===== src/hw/eqf_pkg.sv =====
// Shared constants and types for the equalizer coefficient bank
package eqf_pkg;

  // Register index and bus widths
  localparam int IDX_W    = 12;
  localparam int REG_W    = 16;
  localparam int COEF_W   = 12;
  localparam int CENTER_W = 18;
  localparam int NREGS    = 6;
  localparam int CNT_W    = 8;

  // Register indices; byte address is four times the index
  localparam logic [IDX_W-1:0] IDX_A_SIXTH   = 12'h423;
  localparam logic [IDX_W-1:0] IDX_A_SEVENTH = 12'h425;
  localparam logic [IDX_W-1:0] IDX_A_EIGHTH  = 12'h427;
  localparam logic [IDX_W-1:0] IDX_A_NINTH   = 12'h429;
  localparam logic [IDX_W-1:0] IDX_B_FIRST   = 12'h448;
  localparam logic [IDX_W-1:0] IDX_MODE      = 12'h460;
  localparam logic [IDX_W-1:0] IDX_STATUS    = 12'h461;
  localparam logic [IDX_W-1:0] IDX_NONE      = 12'hFFF;

  // Slot order of the writable registers
  localparam int SLOT_A6   = 0;
  localparam int SLOT_A7   = 1;
  localparam int SLOT_A8   = 2;
  localparam int SLOT_A9   = 3;
  localparam int SLOT_B1   = 4;
  localparam int SLOT_MODE = 5;
  localparam int NCOEF     = 5;
  localparam logic [IDX_W-1:0] REG_IDX [NREGS] = '{
    IDX_A_SIXTH, IDX_A_SEVENTH, IDX_A_EIGHTH, IDX_A_NINTH, IDX_B_FIRST, IDX_MODE};

  // Field layout and reset values
  localparam int RESV_LSB      = 12;
  localparam int MODE_DUAL_BIT = 0;
  localparam int STAT_CNT_LSB  = 8;
  localparam logic [REG_W-1:0] REG_RST = 16'h0000;
  localparam logic [2:0] HSIZE_WORD = 3'h2;

  // One register write as seen in the bus data phase
  typedef struct packed {
    logic             en;
    logic [IDX_W-1:0] idx;
    logic [REG_W-1:0] data;
  } eqf_wr_t;

  // Coefficients handed to the filter datapath, center-tap width
  typedef struct packed {
    logic signed [CENTER_W-1:0] a6;
    logic signed [CENTER_W-1:0] a7;
    logic signed [CENTER_W-1:0] a8;
    logic signed [CENTER_W-1:0] a9;
    logic signed [CENTER_W-1:0] b1;
  } eqf_taps_t;

  // Sign-extend an outer coefficient to the center-tap width
  function automatic logic signed [CENTER_W-1:0] eqf_sext(input logic [COEF_W-1:0] c);
    eqf_sext = {{(CENTER_W-COEF_W){c[COEF_W-1]}}, c};
  endfunction : eqf_sext

endpackage : eqf_pkg


===== src/hw/eqf_coef_reg.sv =====
// One 16-bit read/write register with its own index decode
`timescale 1ns/1ps
module eqf_coef_reg #(
  parameter logic [eqf_pkg::IDX_W-1:0] IDX = 12'h000,
  parameter logic [eqf_pkg::REG_W-1:0] RST = 16'h0000
) (
  input  wire logic                         hclk,
  input  wire logic                         hresetn,
  input  eqf_pkg::eqf_wr_t                  wr,
  output logic      [eqf_pkg::REG_W-1:0]    q
);
  import eqf_pkg::*;

  // All sixteen bits stored, reserved bits included
  always_ff @(posedge hclk or negedge hresetn) begin
    if (!hresetn) begin
      q <= RST;
    end else if (wr.en && (wr.idx == IDX)) begin
      q <= wr.data;
    end
  end

endmodule : eqf_coef_reg


===== src/hw/eqf_ahb_slave.sv =====
// AHB-Lite slave front end: zero wait states, word writes only
`timescale 1ns/1ps
module eqf_ahb_slave (
  input  wire logic                        hclk,
  input  wire logic                        hresetn,
  input  wire logic                        hsel,
  input  wire logic [31:0]                 haddr,
  input  wire logic [1:0]                  htrans,
  input  wire logic                        hwrite,
  input  wire logic [2:0]                  hsize,
  input  wire logic                        hready,
  input  wire logic [31:0]                 hwdata,
  input  wire logic [eqf_pkg::REG_W-1:0]   rd_val,
  output logic                             hreadyout,
  output logic                             hresp,
  output logic      [31:0]                 hrdata,
  output logic      [eqf_pkg::IDX_W-1:0]   rd_idx,
  output eqf_pkg::eqf_wr_t                 wr
);
  import eqf_pkg::*;

  logic             addr_ok;
  logic             wr_pend;
  logic [IDX_W-1:0] wr_idx_q;
  logic             fwd;

  // Address phase accepted on NONSEQ or SEQ with the bus ready
  assign addr_ok = hsel && hready && htrans[1];
  // Out-of-range or unaligned addresses decode to no register
  assign rd_idx  = (haddr[31:14] == 18'h00000 && haddr[1:0] == 2'b00) ?
                   haddr[13:2] : IDX_NONE;
  assign hreadyout = 1'b1;
  assign hresp     = 1'b0;

  // Write address held for the data phase; non-word sizes dropped
  always_ff @(posedge hclk or negedge hresetn) begin
    if (!hresetn) begin
      wr_pend  <= 1'b0;
      wr_idx_q <= IDX_NONE;
    end else begin
      wr_pend  <= addr_ok && hwrite && (hsize == HSIZE_WORD);
      wr_idx_q <= rd_idx;
    end
  end

  assign wr.en   = wr_pend;
  assign wr.idx  = wr_idx_q;
  assign wr.data = hwdata[REG_W-1:0];

  // Read behind a write to the same stored word sees the new data;
  // unmapped and read-only words never forward, so they keep reading as before
  always_comb begin
    fwd = 1'b0;
    for (int i = 0; i < NREGS; i++) begin
      if (wr_pend && (wr_idx_q == rd_idx) && (rd_idx == REG_IDX[i])) begin
        fwd = 1'b1;
      end
    end
  end

  // Read data registered at the address phase edge
  always_ff @(posedge hclk or negedge hresetn) begin
    if (!hresetn) begin
      hrdata <= 32'h00000000;
    end else if (addr_ok && !hwrite) begin
      hrdata <= {16'h0000, fwd ? hwdata[REG_W-1:0] : rd_val};
    end
  end

endmodule : eqf_ahb_slave


===== src/hw/eqf_coef_bank.sv =====
// Upper channel A and first channel B equalizer coefficients on AHB-Lite
// Overview of operation
// - Outer coefficient is signed 12 bits low; bits 15:12 reserved, writable, zero
// - Index 0x423 feeds tap six of channel A or single filter; resets zero
// - Index 0x425 feeds tap seven of channel A or single filter
// - Index 0x427 feeds tap eight of channel A or single filter
// - Index 0x429 feeds tap nine, the last, of channel A or single
// - Index 0x448 is a separate 16-bit channel B register, reset zero
// - Center tap is 18-bit signed, wider than the 12-bit outer taps
// - Index 0x448 feeds the first channel B tap in dual-channel mode
`timescale 1ns/1ps
module eqf_coef_bank (
  input  wire logic                        hclk,
  input  wire logic                        hresetn,
  input  wire logic                        hsel,
  input  wire logic [31:0]                 haddr,
  input  wire logic [1:0]                  htrans,
  input  wire logic                        hwrite,
  input  wire logic [2:0]                  hsize,
  input  wire logic                        hready,
  input  wire logic [31:0]                 hwdata,
  output logic                             hreadyout,
  output logic                             hresp,
  output logic      [31:0]                 hrdata,
  output eqf_pkg::eqf_taps_t               taps,
  output logic                             dual_mode,
  output logic                             coef_upd
);
  import eqf_pkg::*;

  // Bus side
  logic [IDX_W-1:0] rd_idx;
  logic [REG_W-1:0] rd_val;
  eqf_wr_t          wr;

  // Register contents and decode
  logic [REG_W-1:0] regs [NREGS];
  logic [NREGS-1:0] hit;
  logic             coef_hit;
  logic [CNT_W-1:0] wr_count;
  logic [REG_W-1:0] status;
  logic             upd_d1;

  // Coefficient fields as named wires
  logic [COEF_W-1:0] coef_a_sixth;
  logic [COEF_W-1:0] coef_a_seventh;
  logic [COEF_W-1:0] coef_a_eighth;
  logic [COEF_W-1:0] coef_a_ninth;
  logic [COEF_W-1:0] coef_b_first;

  // Helper history for checks
  logic [REG_W-1:0] wr_d1;
  logic [REG_W-1:0] wr_d2;

  // Bus front end
  eqf_ahb_slave u_slave (
    .hclk      (hclk),
    .hresetn   (hresetn),
    .hsel      (hsel),
    .haddr     (haddr),
    .htrans    (htrans),
    .hwrite    (hwrite),
    .hsize     (hsize),
    .hready    (hready),
    .hwdata    (hwdata),
    .rd_val    (rd_val),
    .hreadyout (hreadyout),
    .hresp     (hresp),
    .hrdata    (hrdata),
    .rd_idx    (rd_idx),
    .wr        (wr)
  );

  // Coefficient and mode registers, all resetting to zero
  for (genvar i = 0; i < NREGS; i++) begin : g_reg
    eqf_coef_reg #(
      .IDX (REG_IDX[i]),
      .RST (REG_RST)
    ) u_reg (
      .hclk    (hclk),
      .hresetn (hresetn),
      .wr      (wr),
      .q       (regs[i])
    );
    assign hit[i] = wr.en && (wr.idx == REG_IDX[i]);
  end

  // Fields of the coefficient registers
  assign coef_a_sixth   = regs[SLOT_A6][COEF_W-1:0];
  assign coef_a_seventh = regs[SLOT_A7][COEF_W-1:0];
  assign coef_a_eighth  = regs[SLOT_A8][COEF_W-1:0];
  assign coef_a_ninth   = regs[SLOT_A9][COEF_W-1:0];
  assign coef_b_first   = regs[SLOT_B1][COEF_W-1:0];
  assign dual_mode      = regs[SLOT_MODE][MODE_DUAL_BIT];
  assign coef_hit       = |hit[NCOEF-1:0];

  // Status word: coefficient write count and live mode
  assign status = {wr_count, 7'h00, dual_mode};

  // Read mux; reserved bits return what was written
  always_comb begin
    rd_val = 16'h0000;
    for (int i = 0; i < NREGS; i++) begin
      if (rd_idx == REG_IDX[i]) begin
        rd_val = regs[i];
      end
    end
    if (rd_idx == IDX_STATUS) begin
      rd_val = status;
    end
  end

  // Count of coefficient writes, wraps
  always_ff @(posedge hclk or negedge hresetn) begin
    if (!hresetn) begin
      wr_count <= '0;
    end else if (coef_hit) begin
      wr_count <= wr_count + 8'h01;
    end
  end

  // Coefficients to the datapath, widened to the center-tap format
  always_ff @(posedge hclk or negedge hresetn) begin
    if (!hresetn) begin
      taps <= '0;
    end else begin
      taps.a6 <= eqf_sext(coef_a_sixth);
      taps.a7 <= eqf_sext(coef_a_seventh);
      taps.a8 <= eqf_sext(coef_a_eighth);
      taps.a9 <= eqf_sext(coef_a_ninth);
      // Channel B tap only live in dual-channel mode
      taps.b1 <= dual_mode ? eqf_sext(coef_b_first) : 18'sh00000;
    end
  end

  // Update pulse aligned with the new coefficient at the outputs
  always_ff @(posedge hclk or negedge hresetn) begin
    if (!hresetn) begin
      upd_d1   <= 1'b0;
      coef_upd <= 1'b0;
    end else begin
      upd_d1   <= coef_hit;
      coef_upd <= upd_d1;
    end
  end

  // Write data history for the checks below
  always_ff @(posedge hclk or negedge hresetn) begin
    if (!hresetn) begin
      wr_d1 <= 16'h0000;
      wr_d2 <= 16'h0000;
    end else begin
      wr_d1 <= wr.data;
      wr_d2 <= wr_d1;
    end
  end
endmodule : eqf_coef_bank


===== config.mk =====
export PLATFORM = sky130hd
export DESIGN_NAME = eqf_coef_bank
export DESIGN_NICKNAME = d
export VERILOG_FILES = /design/src/hw/eqf_pkg.sv /design/src/hw/eqf_coef_reg.sv /design/src/hw/eqf_ahb_slave.sv /design/src/hw/eqf_coef_bank.sv
export SDC_FILE = /design/constraint.sdc
export NUM_CORES = 1
export LEC_CHECK = 0
export ABC_AREA = 1
export BUFFER_PORTS_ARGS = -buffer_cell sky130_fd_sc_hd__buf_4
export CORE_AREA = 2 2 139 141
export CTS_CLUSTER_SIZE = 16
export DETAILED_ROUTE_END_ITERATION = 8
export DIE_AREA = 0 0 141 143
export PLACE_DENSITY_LB_ADDON = 0.05
export SYNTH_ARGS = -nofsm -noshare
export SYNTH_HDL_FRONTEND = slang
export SYNTH_SLANG_ARGS = --single-unit

===== constraint.sdc =====
create_clock -name hclk -period 4.05 [get_ports hclk]
set_input_delay 1.215 -clock hclk [delete_from_list [all_inputs] [get_ports hclk]]
set_output_delay 1.215 -clock hclk [all_outputs]
set_load 0.005 [all_outputs]

==> metrics, run 1 <==
clock latency on the worst-skew pair=440 ps; DR vias/cell=5.01; Period minus WS final=3160 ps; CTS tree=yes; WP data arrival=3490 ps; Cell Area, Placed=10500 µm²; layout cells sized above 1=0.241; max-slew violation count=0; Post-synth EDFFs=0; post-synthesis sequential area ratio=0.534; Antenna Nets Post-Route=0; Seq cells post-synth=195; final WL=22.6 mm; CTS Buffer Depth=2; net switching fraction of the power=0.227; initial antenna violation count=0; Synthesis Warnings=0; Pre-antenna DRT Iters=5; post-synthesis async set-or-reset flop share=1.00; Pleak=5.74 nW; Critical Path RT=4380 ps; DIE WIDTH=141 µm; Max Cap Violations=0; Total Nets Final=1297; first-pass GRT wire length=36.6 mm; Peak VDD IR=0.313 mV; Placer Congestion=0.865; 1st-iter DRT viols=625; critical path class=in -> reg; ant diodes=0; Die Height=143 µm; Cell variety after synth=40; boundary pin count=200; final worst-path cycle share=0.781; Max transition margin=0.253; worst clock skew=10.4 ps; TritonCTS sink count=195; Psw=0.896 mW; Total GRT Usage=0.234; worst slew pin tran=1120 ps; setup bufs post-CTS=0; grt ovf=0; hold buffer count at cts=0; hold path depth=0; Root Driver=clkbuf_16; Clk pin slew, worst setup/hold paths=70 ps; final instance area=11100 µm²; R2R depth=9; Die Area=20200 µm²; post-synth design cell area=9170 µm²; Row Count=50; Core ar.=18600 µm²; hold crit path type=reg -> reg; cell count after synthesis=1071; Max FO, Critical Path=10; vias in the first global route=6935; cell area power density=354 nW/µm²; Fmax achieved=316 MHz; setup violators final=0; Worst Slack Setup Final=888 ps; RSZ-0062 raised after global routing=false; Layout area overhead=21.4%; cts repair resizes=0; share of total power in sequential cells=0.501; via count=7362; Post-synth top flop=dfrtp_1; worst slack, placed=461 ps; Initial Util=0.494; Post-Syn Area per Cell=8.57 µm²; H-Tree Depth=4; Internal=3.04 mW; CP startpoint kind=input port; Setup crit end kind=flip-flop; outcome=completed; power share of the combinational group=0.045; TNS Setup=0 ps; DRC=0; final hold vios=0; IO Port Bufs=164; DPL Wire Length=16.8 mm; CTS buffer count=17; drt wl/cell=15.4 µm; Power Total=3.94 mW; largest net degree at the start of global routing=78; clock power share=0.454
-- area by class of cell --
cell class,instances,area [µm²]
inverter,102,383
timing repair buffer,193,1470
multi-input combinational,713,3460
clock buffer,18,439
fill,1683,7440
clock inverter,14,195
sequential,195,4890
tap,234,293
-- power by group through the flow --
| stage | clock network (mW) | registers, mW | logic [mW] |
|---|---|---|---|
| final | 1.79 | 1.97 | 0.179 |
| after detailed placement | 0 | 2.01 | 0.182 |
| after global placement | 0 | 2.01 | 0.179 |
| after floorplan | 0 | 2.01 | 0.0572 |
| after global routing | 1.91 | 1.97 | 0.202 |
| after CTS | 1.82 | 1.97 | 0.182 |
-- state kept, by name, summed over array words and instances, names as in the netlist --
signal,cells
wr_count,8
u_slave.wr_idx_q,12
g.u_reg.q,96
upd_d1,1
coef_upd,1
u_slave.wr_pend,1
u_slave.hrdata,16
taps,60
-- worst paths after layout --
path	from	end	slack, ps
setup / recovery	haddr[21]	u_slave.hrdata[11]$_DFFE_PN0P_	890
hold / removal	upd_d1$_DFF_PN0_	coef_upd$_DFF_PN0_	360
setup reg to reg	u_slave.wr_idx_q[10]$_DFF_PN1_	wr_count[7]$_DFFE_PN0P_	1400
hold reg to reg	upd_d1$_DFF_PN0_	coef_upd$_DFF_PN0_	360
max in group asynchronous	hresetn	u_slave.wr_idx_q[3]$_DFF_PN1_	2420
min in group asynchronous	hresetn	taps[76]$_DFF_PN0_	790
-- critical path, cell delays in order --
cell	delay, ps
buf_4	110
nor2_1	120
nand2_2	110
nor2_8	250
nand4_1	290
nor2_1	280
nand2_1	150
inv_1	80
nand2_1	140
nand2_2	200
nor2_1	70
a21oi_1	250
nand2_1	110
nand2_1	70
nand2_1	50
-- Yosys cell counts, types with 6 or more instances --
master | instances | area, µm²
nor2_4 | 14 | 158
a21oi_1 | 36 | 180
nand2_2 | 6 | 37.5
o21ai_0 | 84 | 420
dfstp_2 | 12 | 315
nand3_1 | 79 | 395
nand4_1 | 18 | 113
nor3_1 | 6 | 30.0
a22o_1 | 6 | 52.6
nand2_1 | 273 | 1020
or2_2 | 9 | 56.3
buf_4 | 49 | 368
inv_1 | 96 | 360
nor2_1 | 114 | 428
o21a_1 | 6 | 45.0
dfrtp_1 | 183 | 4580
clkbuf_1 | 21 | 78.8
-- kinds of logic after synthesis --
kind of cell / synth area share
other cells: 0.000819
compound gates: 0.0833
mux: 0.00123
flops: 0.534
buf+inv: 0.0963
fa+ha+maj: 0.00136
xor+xnor: 0.00668
simple gates: 0.277
-- metrics by stage --
step | utilization | instances | hold slack [ps]
after floorplan | - | 1087 | 331
after global placement | 0.565 | 1437 | 337
after detailed placement | 0.565 | 1437 | 341
after CTS | 0.599 | 1469 | 366
after global routing | 0.599 | 1469 | 369
final | 0.599 | 1469 | 364
-- per-layer routing --
metal,vias to the layer above,share of wire,track usage
li1,3657,-,-
met1,3431,0.46,0.332
met2,243,0.46,0.370
met3,31,0.056,0.0366
met4,0,0.023,0.0816
met5,-,0,0
-- layout by cell type (no fill, tap or decap), types with 3 or more instances in the layout --
cell	count
nor3_1	5
nor2_8	3
xnor2_1	3
nand4_1	18
a21oi_1	36
o21ai_2	4
a22o_1	6
nand2_4	3
dfrtp_1	183
nand4_2	4
nand3_4	3
dfstp_2	12
or2_2	9
clkinvlp_4	3
o21ai_0	84
nand3_1	79
nand2_2	6
o21a_1	6
nor2_2	6
nor2_1	113
xor2_1	4
bufinv_16	3
clkbuf_16	17
inv_1	96
conb_1	18
nand2_1	273
nor2_4	14
inv_2	5
o21ai_1	4
buf_4	191
clkinv_4	3
(Power assumes the default switching activity.)
==> run 2, diff against run 1 <==
clock period = 3 ns   (was 4.05 ns; I/O delays follow)
==> metrics, run 2 (synthesis gave the netlist of run 1 again) <==
DRC=0 (unchanged); CTS buffer count=17 (unchanged); Critical Path Most Common Cell=nand2_1; Placer Congestion=0.878 (+1.6%); most frequent cells in the layout=nand2_1, buf_4, dfrtp_1, nor2_1, inv_1; reg-to-reg startpoint=u_slave.wr_idx_q[10]$_DFF_PN1_; RSZ-0062 raised after global routing=false; final instance area=11600 µm² (+3.9%); Die Area=20200 µm² (unchanged); hold crit path type=reg -> reg; Row Count=50 (unchanged); hold buffer count at cts=0 (unchanged); drt wl/cell=15.5 µm (+0.40%); Total GRT Usage=0.241 (+0.00674); Pleak=6.01 nW (+4.8%); Fmax achieved=370 MHz; Critical Path RT=3330 ps (-1050 ps); Final Core Density=0.623 (+0.0233); ant diodes=0 (unchanged); Max FO, Critical Path=22 (+12); Power Total=5.19 mW (+32%); clock latency on the worst-skew pair=430 ps (about the same); final hold vios=0 (unchanged); cell area power density=449 nW/µm² (+27%); Layout area overhead=26.1%; hold path start=upd_d1$_DFF_PN0_; Core ar.=18600 µm² (unchanged); CTS tree=yes; final worst-path cycle share=0.902; IO Port Bufs=164 (unchanged); boundary pin count=200 (unchanged); Die Height=143 µm (unchanged); CP startpoint kind=input port; via count=7587 (+3.1%); Placed Cells=1493 (+3.9%); Hold WS=373 ps (+9.73 ps); Largest regs=g.u_reg.q: 96 flops, taps: 60 flops, u_slave.hrdata: 16 flops; 1st-iter DRT viols=530 (-15%); most common cell after layout, fill and taps aside=nand2_1; setup bufs post-CTS=0 (unchanged); max-slew violation count=0 (unchanged); final WL=23.6 mm (+4.2%); most flop-heavy register=g.u_reg.q; Pre-antenna DRT Iters=5 (unchanged); crit-path max cell delay=230 ps (-60 ps); worst clock skew=12.1 ps (+1.72 ps); Cell Area, Placed=11000 µm² (+4.5%); Antenna Nets Post-Route=0 (unchanged); vias in the first global route=7111 (+2.5%); Max Cap Violations=0 (unchanged); hold path depth=0 (unchanged); Initial Util=0.494 (unchanged); first-pass GRT wire length=37.6 mm (+2.7%); CTS Buffer Depth=2 (unchanged); TritonCTS sink count=195 (unchanged); Max transition margin=0.631 (+0.378); Total Nets Final=1353 (+4.3%); DPL Wire Length=17.4 mm (+3.2%); Period minus WS final=2710 ps; critical path class=in -> reg; H-Tree Depth=4 (unchanged); worst slew pin tran=554 ps (-563 ps); setup violators final=0 (unchanged); Root Driver=clkbuf_16; Peak VDD IR=0.389 mV (+24%); layout cells sized above 1=0.274 (+0.0329); grt ovf=0 (unchanged); WP data arrival=3040 ps (-450 ps); Slowest cell on crit path=nand2_4; outcome=completed; Setup crit end kind=flip-flop; CP startpoint=haddr[17]; initial antenna violation count=0 (unchanged); R2R depth=8 (-1); Clk pin slew, worst setup/hold paths=80 ps (about the same); DIE WIDTH=141 µm (unchanged); largest net degree at the start of global routing=71 (-9.0%); number of flip-flops in the largest register=96 (unchanged); Final Non-Filler Cells=1525 (+3.8%); DR vias/cell=4.98 (-0.73%); Cell Chain, Critical Path=buf_4 > nor2_1 > nand2_1 > nor2_8 > nand2_4 > nor2_4 > buf_12 > nand2_2 > nand2_1 > o21ai_0 > nor2_1 > nand3_1 > nor2_4 > nand2_4 > o21ai_1 > inv_1 > nand2_1 > nand2_1
[run 2: cell count changes in the layout (fill, tap and decap cells not counted), sizes merged]
cell / change
inv: +2
bufinv: -2
clkbuf: +1
clkinvlp: -2
clkinv: +1
buf: +56
[run 2: layout make-up]
cell class | instances | area, µm²
Clock buffer | 19 | 453
Clock inverter | 13 | 139
Fill cell | 1654 | 7010
Inverter | 102 | 383
Multi-Input combinational cell | 713 | 3470
Sequential cell | 195 | 4890
Tap cell | 234 | 293
Timing Repair Buffer | 249 | 1940
[run 2: repair_timing]
action	CTS	global route
hold endpoints to repair	0	0
setup endpoints to repair	0	1
gates resized for setup	0	1
[run 2: final timing paths]
kind,slack [ps],to
hold / removal,370,coef_upd$_DFF_PN0_
hold reg to reg,370,coef_upd$_DFF_PN0_
max in group asynchronous,1830,u_slave.wr_idx_q[0]$_DFF_PN1_
setup / recovery,290,u_slave.hrdata[8]$_DFFE_PN0P_
setup reg to reg,590,wr_count[7]$_DFFE_PN0P_
min in group asynchronous,470,taps[75]$_DFF_PN0_
[run 2: metal layers]
layer	GRT usage	routed length, µm	vias to the layer above
li1	-	-	3773
met1	0.336	10800	3524
met2	0.392	11100	258
met3	0.0372	1170	32
met4	0.0732	491	0
met5	0	0	-
[run 2: critical path: cells and delay by family]
| kind | cells | cell delay [ps] |
|---|---|---|
| buf+inv | 3 | 300 |
| compound gates | 2 | 280 |
| simple gates | 13 | 1530 |
[run 2: power breakdown]
| part | switching [mW] | total [mW] | internal, mW |
|---|---|---|---|
| clock | 1.06 | 2.28 | 1.22 |
| combinational | 0.145 | 0.247 | 0.102 |
| sequential | 0.0137 | 2.66 | 2.65 |
| total | 1.22 | 5.19 | 3.97 |
[run 2: per-stage QoR]
| stage | setup TNS, ps | setup WS (ps) |
|---|---|---|
| 2_1_floorplan | 0 | 187 |
| 3_3_place_gp | -1880 | -200 |
| 3_5_place_dp | -1720 | -176 |
| 4_1_cts | 0 | 221 |
| 5_1_grt | 0 | 24.9 |
| 6_report | 0 | 294 |
==> run 3, diff against run 2 <==
CELL_PAD_IN_SITES_DETAIL_PLACEMENT = 1   (was unset)
CELL_PAD_IN_SITES_GLOBAL_PLACEMENT = 2   (was unset)
CORE_AREA = 2 2 173 175   (was 2 2 139 141)
DIE_AREA = 0 0 175 177   (was 0 0 141 143)
RECOVER_POWER = 50   (was unset)
==> metrics, run 3 (synthesis gave the netlist of run 1 again) <==
H-Tree Depth=4 (unchanged); worst slack, placed=-295 ps (-119 ps); DPL Wire Length=20.8 mm (+20%); Fmax achieved=359 MHz (-2.8%); Setup crit end kind=flip-flop; 1st-iter DRT viols=412 (-22%); Core ar.=29200 µm² (+57%); reg2reg setup slack=550 ps (-40 ps); most flop-heavy register=g.u_reg.q; Hold WS=359 ps (-14.3 ps); Root Driver=clkbuf_16; Placer Congestion=0.811 (-7.6%); clock latency on the worst-skew pair=440 ps (about the same); first-pass GRT wire length=45.2 mm (+20%); Cell Area, Placed=11300 µm² (+2.6%); TritonCTS sink count=195 (unchanged); Total Nets Final=1371 (+1.3%); final worst-path cycle share=0.928 (+0.0262); share of total power in sequential cells=0.509 (-0.004); Max FO, Critical Path=9 (-59%); R2R depth=8 (unchanged); CP startpoint=haddr[29]; Row Count=63 (+26%); Max Cap Violations=0 (unchanged); Period minus WS final=2780 ps (+78.5 ps); Cell Chain, Critical Path=buf_4 > nor2_1 > nand2_2 > nor2_8 > inv_2 > nor2_4 > buf_12 > nand2_2 > nand2_1 > o21ai_0 > nor2_1 > nand3_1 > nor2_4 > buf_4 > a21oi_1 > nand3_1 > nand2_1 > nand2_1; Layout area overhead=29.4%; DIE WIDTH=175 µm (+24%); cell area power density=441 nW/µm² (-1.8%); setup violators final=0 (unchanged); Antenna Nets Post-Route=0 (unchanged); DR vias/cell=4.54 (-8.8%); final hold vios=0 (unchanged); drt wl/cell=16.8 µm (+8.3%); most frequent cells in the layout=nand2_1, buf_4, dfrtp_1, nor2_1, inv_1; Critical Path RT=3380 ps (+50 ps); Critical Path Most Common Cell=nand2_1; power share of the combinational group=0.046 (-0.002); clock power share=0.445 (+0.005); Final Non-Filler Cells=1700 (+11%); largest net degree at the start of global routing=65 (-8.5%); DRC=0 (unchanged); most common cell after layout, fill and taps aside=nand2_1; WP data arrival=3170 ps (+130 ps); fill count=3519 (+110%); Total GRT Usage=0.191 (-0.0497); via count=7711 (+1.6%); Largest regs=g.u_reg.q: 96 flops, taps: 60 flops, u_slave.hrdata: 16 flops; critical path class=in -> reg; CTS Buffer Depth=2 (unchanged); Power Total=5.23 mW (+0.74%); CTS tree=yes; Slowest cell on crit path=buf_4; CTS buffer count=17 (unchanged); layout cells sized above 1=0.283 (+0.00922); Pleak=6.05 nW (+0.68%); grt ovf=0 (unchanged); final WL=28.5 mm (+21%); RR Endpoint=wr_count[7]$_DFFE_PN0P_; Die Area=31000 µm² (+54%); Die Height=177 µm (+24%); worst clock skew=16.6 ps (+4.47 ps); hold crit path type=reg -> reg; Max transition margin=0.215 (-0.416); Peak VDD IR=0.257 mV (-34%); outcome=completed; number of cells on the critical path=18 (unchanged); Final Core Density=0.406 (-0.217); IO Port Bufs=164 (unchanged); Placed Cells=1663 (+11%); initial antenna violation count=0 (unchanged); Pre-antenna DRT Iters=5 (unchanged); boundary pin count=200 (unchanged); CP Buf/Inv Count=4 (+1); net switching fraction of the power=0.259 (+0.0241); Psw=1.35 mW (+11%); crit-path max cell delay=240 ps (about the same); Clk pin slew, worst setup/hold paths=80 ps (about the same); Worst Slack Setup Final=215 ps (-78.5 ps); worst slew pin tran=1180 ps (+623 ps); Internal=3.88 mW (-2.4%); final instance area=11900 µm² (+2.6%); reg-to-reg startpoint=u_slave.wr_idx_q[10]$_DFF_PN1_; CP startpoint kind=input port; Initial Util=0.314 (-0.180); number of flip-flops in the largest register=96 (unchanged); max-slew violation count=0 (unchanged); RSZ-0062 raised after global routing=false; CP delay by family, top=simple AND/OR/NAND/NOR gates; vias in the first global route=7868 (+11%); TNS Setup=0 ps (unchanged); Worst Setup EP=u_slave.hrdata[14]$_DFFE_PN0P_
## run 3: cell types whose count changed in the layout (fill, tap and decap cells not counted), moves of 2 or more
| cell | before | now |
|---|---|---|
| clkinv_4 | 3 | 1 |
| buf_4 | 243 | 257 |
| clkinv_8 | 0 | 4 |
| inv_6 | 1 | 3 |
| clkbuf_2 | 0 | 2 |
| buf_12 | 5 | 2 |
| clkbuf_1 | 0 | 2 |
| clkbuf_4 | 0 | 3 |
| clkbuf_8 | 3 | 0 |
## run 3: per-layer routing
layer	part of all wire	routed length, µm	global-route usage	vias up
li1	-	-	-	3809
met1	0.50	14200	0.279	3758
met2	0.46	13200	0.306	127
met3	0.030	845	0.0228	17
met4	0.0087	247	0.0406	0
met5	0	0	0	-
## run 3: worst min-delay path by stage
stage | slack (ps) | cells past startpoint | startpoint | to
4_1_cts | 360 | 0 | upd_d1$_DFF_PN0_ | coef_upd$_DFF_PN0_
3_3_place_gp | 350 | 0 | upd_d1$_DFF_PN0_ | coef_upd$_DFF_PN0_
6_report | 360 | 0 | upd_d1$_DFF_PN0_ | coef_upd$_DFF_PN0_
2_1_floorplan | 330 | 0 | upd_d1$_DFF_PN0_ | coef_upd$_DFF_PN0_
5_1_grt | 370 | 0 | upd_d1$_DFF_PN0_ | coef_upd$_DFF_PN0_
3_5_place_dp | 340 | 0 | upd_d1$_DFF_PN0_ | coef_upd$_DFF_PN0_
## run 3: power by group through the flow
stage / Clock [mW] / Combinational (mW) / Sequential (mW)
floorplan: 0 / 0.0773 / 2.71
global placement: 0 / 0.253 / 2.71
detailed placement: 0 / 0.256 / 2.71
CTS: 2.41 / 0.257 / 2.66
global route: 2.51 / 0.277 / 2.66
finish: 2.33 / 0.243 / 2.66
## run 3: cell type report
cell class	instances	area (µm²)	area share
antenna	1	2.50	0.000211
clock buffer	17	425	0.0358
clock inverter	15	174	0.0147
inverter	102	383	0.0323
multi-input combinational	714	3490	0.294
sequential	195	4890	0.412
tap	390	488	0.0411
timing repair buffer	266	2010	0.169
## run 3: timing repair
item,CTS,global route
resized for setup,0,3
endpoints found under the hold margin,0,0
hold buffers,0,0
setup buffers,0,3
endpoints found under the setup margin,0,10
## run 3: worst register-to-register path: stages (launching register included)
cell and delay [ps]:
dfstp_2 550, nand4_1 180, nor2_1 270, nand4_1 150, nand4_1 330, nand4_1 200, nor3b_1 330, nand3_1 150
xnor2_1 160
